--- src/rtl/pan_pkg.sv ---
// Shared constants and carrier types for the autonegotiation ability register bank
package pan_pkg;

    localparam int PAN_NUM_PORTS = 2;
    localparam int PAN_ADDR_W = 12;

    // Register indices; the byte offset of a register within its port window is four times its index
    localparam logic [3:0] PAN_IDX_IDENT_LOW = 4'h3;
    localparam logic [3:0] PAN_IDX_ADVERTISE = 4'h4;
    localparam logic [3:0] PAN_IDX_PARTNER = 4'h5;
    localparam logic [3:0] PAN_IDX_EXPANSION = 4'h6;

    // Each port owns one window of the address space
    localparam logic [11:0] PAN_PORT_STRIDE = 12'h040;
    localparam logic [11:0] PAN_IRQ_STAT_ADDR = 12'h100;
    localparam logic [11:0] PAN_IRQ_MASK_ADDR = 12'h104;

    // Arbitrary neutral identifier value
    localparam logic [15:0] PAN_IDENT_LOW_DEF = 16'h5a5a;

    // Advertisement layout
    localparam int PAN_ADV_NEXT_PAGE = 15;
    localparam int PAN_ADV_REMOTE_FAULT = 13;
    localparam int PAN_ADV_T4 = 9;
    localparam logic [15:0] PAN_ADV_RESET = 16'h05e1;
    localparam logic [15:0] PAN_ADV_WMASK = 16'hadff;

    // Partner ability layout
    localparam int PAN_LPA_NEXT_PAGE = 15;
    localparam int PAN_LPA_ACK = 14;
    localparam logic [15:0] PAN_LPA_RESET = 16'h0000;

    // Expansion status layout
    localparam int PAN_EXP_PDF = 4;
    localparam int PAN_EXP_LP_NP = 3;
    localparam int PAN_EXP_LOC_NP = 2;
    localparam int PAN_EXP_PAGE_RX = 1;
    localparam int PAN_EXP_LP_AN = 0;

    // Interrupt status: per port, bit 0 page received, bit 1 parallel detection fault
    localparam int PAN_IRQ_PER_PORT = 2;
    localparam int PAN_IRQ_PAGE = 0;
    localparam int PAN_IRQ_PDF = 1;

    // Events from the negotiation engine of one port, same clock
    typedef struct packed {
        logic page_valid;
        logic [15:0] page_word;
        logic par_det_fault;
        logic partner_an_able;
    } pan_an_in_t;

    typedef struct packed {
        logic hit;
        logic irq_stat;
        logic irq_mask;
        logic port;
        logic [3:0] idx;
    } pan_dec_t;

endpackage

--- src/rtl/pan_regs.sv ---
// APB register bank for per-port autonegotiation ability, partner and expansion state
`timescale 1ns/100ps
`default_nettype none
module pan_regs #(
    parameter int NUM_PORTS = pan_pkg::PAN_NUM_PORTS,
    parameter logic [15:0] IDENT_LOW = pan_pkg::PAN_IDENT_LOW_DEF
) (
    input wire logic pclk,
    input wire logic presetn,
    input wire logic psel,
    input wire logic penable,
    input wire logic pwrite,
    input wire logic [pan_pkg::PAN_ADDR_W-1:0] paddr,
    input wire logic [31:0] pwdata,
    input wire logic [3:0] pstrb,
    output logic [31:0] prdata,
    output logic pready,
    output logic pslverr,
    input wire pan_pkg::pan_an_in_t an_in [NUM_PORTS],
    output logic [15:0] adv_word [NUM_PORTS],
    output logic irq
);
    import pan_pkg::*;

    localparam int IRQ_W = NUM_PORTS * PAN_IRQ_PER_PORT;

    logic [15:0] adv_q [NUM_PORTS];
    logic [15:0] lpa_q [NUM_PORTS];
    logic [NUM_PORTS-1:0] page_rx_q;
    logic [NUM_PORTS-1:0] pdf_q;
    logic [IRQ_W-1:0] irq_stat_q;
    logic [IRQ_W-1:0] irq_mask_q;
    logic [31:0] prdata_q;
    logic pready_q;
    logic pslverr_q;
    logic irq_q;
    pan_dec_t dec_q;
    pan_dec_t dec;
    logic [31:0] rd_data;
    logic setup;
    logic wr_done;
    logic rd_done;
    logic [15:0] wmask;
    logic [IRQ_W-1:0] irq_set;

    // Address decode shared by the setup phase
    function automatic pan_dec_t decode(input logic [PAN_ADDR_W-1:0] a);
        pan_dec_t d;
        logic [PAN_ADDR_W-1:0] off;
        d = '0;
        off = a;
        if (a == PAN_IRQ_STAT_ADDR) begin
            d.hit = 1'b1;
            d.irq_stat = 1'b1;
        end else if (a == PAN_IRQ_MASK_ADDR) begin
            d.hit = 1'b1;
            d.irq_mask = 1'b1;
        end else if (a < PAN_PORT_STRIDE * NUM_PORTS[PAN_ADDR_W-1:0]) begin
            d.port = (a >= PAN_PORT_STRIDE);
            off = d.port ? a - PAN_PORT_STRIDE : a;
            d.idx = off[5:2];
            d.hit = (off[1:0] == 2'b00) && (off[5:2] >= PAN_IDX_IDENT_LOW) &&
                    (off[5:2] <= PAN_IDX_EXPANSION);
        end
        return d;
    endfunction

    function automatic logic [15:0] expansion(input int p);
        logic [15:0] e;
        e = '0;
        e[PAN_EXP_PDF] = pdf_q[p];
        e[PAN_EXP_LP_NP] = lpa_q[p][PAN_LPA_NEXT_PAGE];
        e[PAN_EXP_LOC_NP] = adv_q[p][PAN_ADV_NEXT_PAGE];
        e[PAN_EXP_PAGE_RX] = page_rx_q[p];
        e[PAN_EXP_LP_AN] = an_in[p].partner_an_able;
        return e;
    endfunction

    assign setup = psel && !penable;
    assign wr_done = psel && penable && pready_q && pwrite && dec_q.hit;
    assign rd_done = psel && penable && pready_q && !pwrite && dec_q.hit;
    assign dec = decode(paddr);
    assign wmask = {{8{pstrb[1]}}, {8{pstrb[0]}}};

    always_comb begin
        rd_data = '0;
        if (dec.irq_stat) begin
            rd_data[IRQ_W-1:0] = irq_stat_q;
        end else if (dec.irq_mask) begin
            rd_data[IRQ_W-1:0] = irq_mask_q;
        end else if (dec.hit && dec.idx == PAN_IDX_IDENT_LOW) begin
            rd_data[15:0] = IDENT_LOW;
        end else if (dec.hit && dec.idx == PAN_IDX_ADVERTISE) begin
            rd_data[15:0] = adv_q[dec.port];
        end else if (dec.hit && dec.idx == PAN_IDX_PARTNER) begin
            rd_data[15:0] = lpa_q[dec.port];
        end else if (dec.hit && dec.idx == PAN_IDX_EXPANSION) begin
            rd_data[15:0] = expansion(int'(dec.port));
        end
    end

    // Zero-wait slave: data is captured in setup, so pready is high on the first access cycle
    always_ff @(posedge pclk or negedge presetn) begin
        if (!presetn) begin
            prdata_q <= '0;
            pready_q <= 1'b0;
            pslverr_q <= 1'b0;
            dec_q <= '0;
        end else begin
            pready_q <= setup;
            if (setup) begin
                prdata_q <= pwrite ? 32'h0000_0000 : rd_data;
                pslverr_q <= !dec.hit;
                dec_q <= dec;
            end
        end
    end

    // Advertisement is what the engine sends after software restarts negotiation
    always_ff @(posedge pclk or negedge presetn) begin
        if (!presetn) begin
            for (int p = 0; p < NUM_PORTS; p++) begin
                adv_q[p] <= PAN_ADV_RESET;
            end
        end else if (wr_done && !dec_q.irq_stat && !dec_q.irq_mask &&
                     dec_q.idx == PAN_IDX_ADVERTISE) begin
            adv_q[dec_q.port] <= (adv_q[dec_q.port] & ~(PAN_ADV_WMASK & wmask)) |
                                 (pwdata[15:0] & PAN_ADV_WMASK & wmask);
        end
    end

    // Partner word only changes on a received page; acknowledge and fault come with it
    always_ff @(posedge pclk or negedge presetn) begin
        if (!presetn) begin
            for (int p = 0; p < NUM_PORTS; p++) begin
                lpa_q[p] <= PAN_LPA_RESET;
            end
        end else begin
            for (int p = 0; p < NUM_PORTS; p++) begin
                if (an_in[p].page_valid) begin
                    lpa_q[p] <= an_in[p].page_word;
                end
            end
        end
    end

    // Only bits that were actually returned are cleared, so nothing raised after
    // the setup capture is lost; a live condition re-sets the bit
    always_ff @(posedge pclk or negedge presetn) begin
        if (!presetn) begin
            page_rx_q <= '0;
            pdf_q <= '0;
        end else begin
            for (int p = 0; p < NUM_PORTS; p++) begin
                if (an_in[p].page_valid) begin
                    page_rx_q[p] <= 1'b1;
                end else if (rd_done && !dec_q.irq_stat && !dec_q.irq_mask &&
                             dec_q.idx == PAN_IDX_EXPANSION && int'(dec_q.port) == p &&
                             prdata_q[PAN_EXP_PAGE_RX]) begin
                    page_rx_q[p] <= 1'b0;
                end
                if (an_in[p].par_det_fault) begin
                    pdf_q[p] <= 1'b1;
                end else if (rd_done && !dec_q.irq_stat && !dec_q.irq_mask &&
                             dec_q.idx == PAN_IDX_EXPANSION && int'(dec_q.port) == p &&
                             prdata_q[PAN_EXP_PDF]) begin
                    pdf_q[p] <= 1'b0;
                end
            end
        end
    end

    always_comb begin
        irq_set = '0;
        for (int p = 0; p < NUM_PORTS; p++) begin
            irq_set[p*PAN_IRQ_PER_PORT+PAN_IRQ_PAGE] = an_in[p].page_valid;
            irq_set[p*PAN_IRQ_PER_PORT+PAN_IRQ_PDF] = an_in[p].par_det_fault;
        end
    end

    always_ff @(posedge pclk or negedge presetn) begin
        if (!presetn) begin
            irq_stat_q <= '0;
        end else if (rd_done && dec_q.irq_stat) begin
            irq_stat_q <= (irq_stat_q & ~prdata_q[IRQ_W-1:0]) | irq_set;
        end else begin
            irq_stat_q <= irq_stat_q | irq_set;
        end
    end

    always_ff @(posedge pclk or negedge presetn) begin
        if (!presetn) begin
            irq_mask_q <= '0;
        end else if (wr_done && dec_q.irq_mask && pstrb[0]) begin
            irq_mask_q <= pwdata[IRQ_W-1:0];
        end
    end

    always_ff @(posedge pclk or negedge presetn) begin
        if (!presetn) begin
            irq_q <= 1'b0;
        end else begin
            irq_q <= |(irq_stat_q & irq_mask_q);
        end
    end

    assign prdata = prdata_q;
    assign pready = pready_q;
    assign pslverr = pslverr_q;
    assign irq = irq_q;
    assign adv_word = adv_q;

endmodule
`default_nettype wire

--- config.mk ---
export PLATFORM = sky130hd
export DESIGN_NAME = pan_regs
export DESIGN_NICKNAME = d
export VERILOG_FILES = /design/src/rtl/pan_pkg.sv /design/src/rtl/pan_regs.sv
export SDC_FILE = /design/constraint.sdc
export NUM_CORES = 1
export LEC_CHECK = 0
export ABC_AREA = 1
export BUFFER_PORTS_ARGS = -buffer_cell sky130_fd_sc_hd__buf_2
export CORE_ASPECT_RATIO = 1.1
export CORE_UTILIZATION = 24
export DETAILED_ROUTE_END_ITERATION = 10
export PLACE_DENSITY_LB_ADDON = 0.1
export SYNTH_ARGS = -nofsm -noshare
export SYNTH_HDL_FRONTEND = slang
export SYNTH_SLANG_ARGS = --single-unit
--- constraint.sdc ---
create_clock -name pclk -period 2.1 [get_ports pclk]
set_clock_uncertainty 0.15 [all_clocks]
set_input_delay 0.21 -clock pclk [delete_from_list [all_inputs] [get_ports pclk]]
set_output_delay 0.21 -clock pclk [all_outputs]
set_load 0.005 [all_outputs]
Word-level counts from Yosys, hierarchy flattened
Index checks and enable logic that the tools add are counted.
- $add $sub $neg: 1
- $lt $le $gt $ge: 9
- equality and inequality tests: 8
- multiplexer cells: 52
- bitwise logic cells: 13
- reductions and logical operators: 40
- operator list (cell ; number):
    $mux W16 ; 20
    $and A16 B16 Y16 ; 2
    $bwmux W32 ; 1
    $ge A32 B2 Y1 const B ; 1
    $not A1 Y32 ; 1
    $logic_and A1 B1 Y1 ; 29
    $eq A12 B9 Y1 const B ; 2
    $mux W12 ; 2
    $eq A4 B3 Y1 const B ; 5
    $mux W1 ; 20
    $demux W16 S1 ; 1
    $not A16 Y16 ; 1
    $or A16 B16 Y16 ; 1
    $mux W5 ; 3
    $ge A12 B7 Y1 const B ; 1
    $lt A12 B8 Y1 const B ; 1
    $mux W4 ; 3
    $mux W6 ; 2
    $and A4 B4 Y4 ; 2
    $or A4 B4 Y4 ; 2
    $reduce_bool A2 Y1 ; 4
    $sub A6 B1 Y6 const B ; 1
    $logic_not A1 Y1 ; 5
    $eq A4 B2 Y1 const B ; 1
    other kinds (10) ; 12
- register bits: 119
- input port bits: 91
- output and inout port bits: 67
- logic and storage cells: 142

Longest topological paths before layout
- word-level depth: 16
- mapped depth: 15

Least setup slack after synthesis
No wires, ideal clock.
- path type: input -> register
- start: input paddr[11] in the netlist's numbering
- end: register prdata_q[3] (netlist: prdata[3])
- arrival time: 1.304 ns
- required time: 1.834 ns
- setup slack: 0.530 ns
- stages: 13
- buffers on the path: 1
- cells stage by stage: nor2_2 inv_2 nor2_8 nand2_2 buf_2 o21ai_1 nor2_1 nor2_1 nand2_1 nand2_1 nand2_1 nand2_1 nand2_1
- cells in the longest elaborated chain, start to end: 16
- RTL lines (item ; RTL line ; text):
    start: declaration ; pan_regs.sv:13 ; input wire logic [pan_pkg::PAN_ADDR_W-1:0] paddr,
    $ge A12 B7 Y1 ; pan_regs.sv:59 ; d.port = (a >= PAN_PORT_STRIDE);
    $mux W6 ; pan_regs.sv:60 ; off = d.port ? a - PAN_PORT_STRIDE : a;
    $ge A4 B2 Y1 or $logic_not A2 Y1 (tied branches) ; pan_regs.sv:62 ; d.hit = (off[1:0] == 2'b00) && (off[5:2] >= PAN_IDX_IDENT_LOW) &&
    $logic_and A1 B1 Y1 (2 in a row) ; pan_regs.sv:62 ;
    $mux W1 ; pan_regs.sv:58 ; end else if (a < PAN_PORT_STRIDE * NUM_PORTS[PAN_ADDR_W-1:0]) begin
    $mux W1 ; pan_regs.sv:55 ; end else if (a == PAN_IRQ_MASK_ADDR) begin
    $mux W1 ; pan_regs.sv:52 ; if (a == PAN_IRQ_STAT_ADDR) begin
    $logic_and A1 B1 Y1 ; pan_regs.sv:97 ; end else if (dec.hit && dec.idx == PAN_IDX_EXPANSION) begin
    $mux W5 ; pan_regs.sv:97 ;
    $mux W16 ; pan_regs.sv:95 ; end else if (dec.hit && dec.idx == PAN_IDX_PARTNER) begin
    $mux W16 ; pan_regs.sv:93 ; end else if (dec.hit && dec.idx == PAN_IDX_ADVERTISE) begin
    $mux W16 ; pan_regs.sv:91 ; end else if (dec.hit && dec.idx == PAN_IDX_IDENT_LOW) begin
    $mux W4 ; pan_regs.sv:89 ; end else if (dec.irq_mask) begin
    $mux W4 * ; pan_regs.sv:87 ; if (dec.irq_stat) begin
    $mux W16 * ; pan_regs.sv:112 ; prdata_q <= pwrite ? 32'h0000_0000 : rd_data;
    end signal: assignment ; pan_regs.sv:112 ;
    end: declaration ; pan_regs.sv:33 ; logic [31:0] prdata_q;
Mark *: on every way between the ends. The rest lies on a longest branch, timed or not. The select of a mux whose other input is x is not followed.
A chain may end at the register's enable or synchronous reset.

Worst setup path in the final report
- start: input paddr[5] in the netlist's numbering
- end: register prdata_q[0] (netlist: prdata[0])
- cells in the longest elaborated chain, start to end: 16
- RTL lines (item ; RTL line):
    $ge A12 B7 Y1 or $sub A6 B1 Y6 (tied branches) ; pan_regs.sv:59, pan_regs.sv:60
    $mux W6 ; pan_regs.sv:60
    $ge A4 B2 Y1 or $logic_not A2 Y1 (tied branches) ; pan_regs.sv:62
    $logic_and A1 B1 Y1 (2 in a row) ; pan_regs.sv:62
    $mux W1 ; pan_regs.sv:58
    $mux W1 ; pan_regs.sv:55
    $mux W1 ; pan_regs.sv:52
    $logic_and A1 B1 Y1 ; pan_regs.sv:97
    $mux W5 ; pan_regs.sv:97
    $mux W16 ; pan_regs.sv:95
    $mux W16 ; pan_regs.sv:93
    $mux W16 ; pan_regs.sv:91
    $mux W4 ; pan_regs.sv:89
    $mux W4 * ; pan_regs.sv:87
    $mux W16 * ; pan_regs.sv:112
Marked as above.

==> flow_metrics.env <==
export IMPL_outcome="finished, final reports clean"
export IMPL_detailed_place_area_mm2=0.00620
export IMPL_place_worst_setup_slack_ps=97.7
export IMPL_cts_buffers_inserted=9
export IMPL_final_net_count=936
export IMPL_slew_violations=0
export IMPL_synth_most_common_cell="nand2_1"
export IMPL_cp_arrival_ps=2050
export IMPL_initial_utilization_pct=24.6
export IMPL_non_filler_instances=1140
export IMPL_min_delay_path_depth=3
export IMPL_grt_max_degree=41
export IMPL_synth_top_cells_by_area="dfrtp_1 43%, nand2_1 19%, o21ai_0 7.5%"
export IMPL_path_clk_slew_ps=70
export IMPL_async_flop_share_pct=100
export IMPL_crit_path_start_kind="input port"
export IMPL_grt_total_usage_pct=15.9
export IMPL_worstMarginPinSlew_ps=535
export IMPL_clock_tree_from_tritoncts="built"
export IMPL_place_detailed_instances=1082
export IMPL_worst_skew_pair_late_latency_ps=360
export IMPL_insertedDiodeCount=0
export IMPL_clk_path_buf_depth=2
export IMPL_hold_path_endpoint="adv_word[31]"
export IMPL_drt_wirelength_per_cell_um=15.1
export IMPL_yosysSeqAreaShare_pct=49.2
export IMPL_syn_inst=687
export IMPL_area_growth_syn_to_layout_pct=30.9
export IMPL_place_gp_congestion=0.793
export IMPL_timing_critical_path_from="paddr[5]"
export IMPL_fp_dieArea_mm2=0.0226
export IMPL_power_leakage_nw=3.50
export IMPL_p_per_area_mw_per_mm2=591
export IMPL_critical_path_max_fanout=7
export IMPL_yosys_area_top_type_share_pct=43.2
export IMPL_worst_endpoint_required_ps=2190
export IMPL_finalCriticalPeriod_ps=1960
export IMPL_reg2reg_slack_ps=150
export IMPL_netlist_top_cell_by_area="dfrtp_1"
export IMPL_finalInstanceArea_mm2=0.00690
export IMPL_place_port_buffers=120
export IMPL_critical_r2r_launch="dec_q[6]"
export IMPL_rows=56
export IMPL_first_global_vias=4781
export IMPL_post_synth_cell_area_avg_um2=7.68
export IMPL_timing_final_crit_share_pct=93.2
export IMPL_design_portCount=158
export IMPL_avgViaCountPerCell=4.22
export IMPL_number_of_failing_hold_endpoints_at_the_final_stage=0
export IMPL_floorplan_core_area_mm2=0.0214
export IMPL_synth_edff_count=0
export IMPL_grt_setup_unrepaired="true"
export IMPL_worst_r2r_cell_count=5
export IMPL_max_clock_freq_mhz=511
export IMPL_timing_rr_end="adv_word[27]"
export IMPL_hold_sp="pwdata[15]"
export IMPL_antenna_violations_before_repair=0
export IMPL_chipHeight_um=157
export IMPL_netlist_top_cells_count="261 x nand2_1, 91 x dfrtp_1, 79 x o21ai_0"
export IMPL_number_of_iterations_in_the_first_detailed_routing_pass=4
export IMPL_first_iter_violations=205
export IMPL_hp_class="in -> reg"
export IMPL_grt_pass1_wl_um=26800
export IMPL_number_of_vias_in_the_routed_layout=4814
export IMPL_yosysUniqueCellTypes=33
export IMPL_ys_ff_latch=103
export IMPL_max_slew_margin_pct=64.4
export IMPL_peak_supply_drop_mv=0.360
export IMPL_finish_utilization_pct=32.2
export IMPL_final_antenna_net_count=0
export IMPL_floorplan_die_width_um=143
export IMPL_drcViolationCount=0
export IMPL_setup_worst_path_class="in -> reg"
export IMPL_grt_overflow_total=0
export IMPL_ys_flop_type="dfrtp_1"
export IMPL_power_total_mw=4.08
export IMPL_final_routed_wirelength_across_all_metal_layers_um=17200
export IMPL_cts_htree_levels=3
export IMPL_synth_warnings=0
export IMPL_cts_sink_count=103
export IMPL_drv_max_cap_violation_count=0
export IMPL_root_buffer="clkbuf_16"
export IMPL_post_route_cells_drive_above_1_share_pct=23.5
export IMPL_postLayoutSetupSlackWorst_ps=143
export IMPL_report_final_setup_viol=0
export IMPL_timing_critical_path_to_type="flop"
export IMPL_syn_area_mm2=0.00527
export IMPL_place_detailed_hpwl_um=12600
-- flip-flops by register name, indices dropped and copies added, names as in the netlist --
name	count
pready	1
page_rx_q	2
irq_mask_q	4
prdata	16
adv_word	32
dec_q	8
irq_stat_q	4
pslverr	1
pdf_q	2
lpa_q	32
irq	1
-- layer usage --
metal / global-route usage [%] / part of all wire, % / vias to the layer above
li1: - / - / 2466
met1: 20.7 / 47 / 2236
met2: 27.1 / 49 / 98
met3: 2.37 / 3.2 / 14
met4: 4.41 / 1.0 / 0
met5: 0 / 0 / -
-- cell usage in the layout, fill, tap and decap left out, types with 2 or more instances in the layout --
| cell | instances |
|---|---|
| or2_2 | 3 |
| clkinvlp_4 | 4 |
| dlygate4sd3_1 | 40 |
| nand3_2 | 3 |
| o21ai_0 | 79 |
| nand3_1 | 31 |
| nor3_1 | 2 |
| nor2_2 | 7 |
| nor2_4 | 5 |
| dfstp_2 | 12 |
| mux2_2 | 4 |
| buf_12 | 3 |
| clkbuf_16 | 9 |
| dfrtp_1 | 91 |
| nor2_1 | 17 |
| nand2_1 | 260 |
| nand4_1 | 6 |
| buf_2 | 119 |
| inv_1 | 58 |
| inv_2 | 2 |
| o21ai_1 | 19 |
| clkbuf_1 | 2 |
| buf_4 | 19 |
| conb_1 | 16 |
| a21oi_1 | 18 |
| a22o_1 | 5 |
| nand2_2 | 5 |
-- power by group --
part | leakage [nW] | internal (mW) | total, mW | switching [mW]
Clock | 0.118 | 0.804 | 1.59 | 0.786
Sequential | 1.29 | 2.04 | 2.06 | 0.0237
Combinational | 2.09 | 0.171 | 0.422 | 0.251
Total | 3.50 | 3.02 | 4.08 | 1.06
-- worst max path at each step --
stage / endpoint / cells after the start / slack, ps
global placement: prdata[2] / 13 / 120
detailed placement: prdata[0] / 14 / 100
global route: prdata[3] / 15 / -10
CTS: prdata[0] / 14 / 30
floorplan: prdata[3] / 13 / 530
finish: prdata[0] / 14 / 140
-- final cells by class --
class	instances	area [um2]
fill	2363	14500
sequential	103	2590
multi-input combinational	489	2250
timing repair buffer	181	1200
tap	290	363
clock buffer	11	233
inverter	61	229
clock inverter	5	35.0
-- kinds of logic (layout without fill, tap and decap cells) --
logic type             Yosys count  count (layout)  synth area share (%)
other                            1              16                0.0711
AND/OR/NAND/NOR                344             344                  27.8
buffers and inverters          110             258                  9.61
multiplexers                     5               5                  1.07
flip-flops                     103             103                  49.2
AO/OA/AOI/OAI                  124             124                  12.3
-- worst max-delay path, cell delays in order --
cell and delay [ps]:
dlygate4sd3_1 530, buf_2 140, inv_1 100, nand2_1 110, nor2_4 150, nand2_1 100
nand2_4 120, nand3_4 120, nor2_1 120, nor2_1 50, o21ai_1 90, nand2_1 80
nand2_1 80, nand2_1 50
-- through the flow --
step | TNS, ps | hold slack (ps)
finish | 0 | 43.8
global route | -14.2 | 71.8
CTS | 0 | 36.7
detailed placement | 0 | 16.4
global placement | 0 | 7.06
floorplan | 0 | -236
-- timing repair --
action                                 in CTS  in global routing
hold buffers                               40                  0
endpoints found under the hold margin      70                  0
buffers inserted                            0                  2
gates resized for setup                     0                  6
setup endpoints to repair                   0                 16
Power figures use the tool's default switching activity.
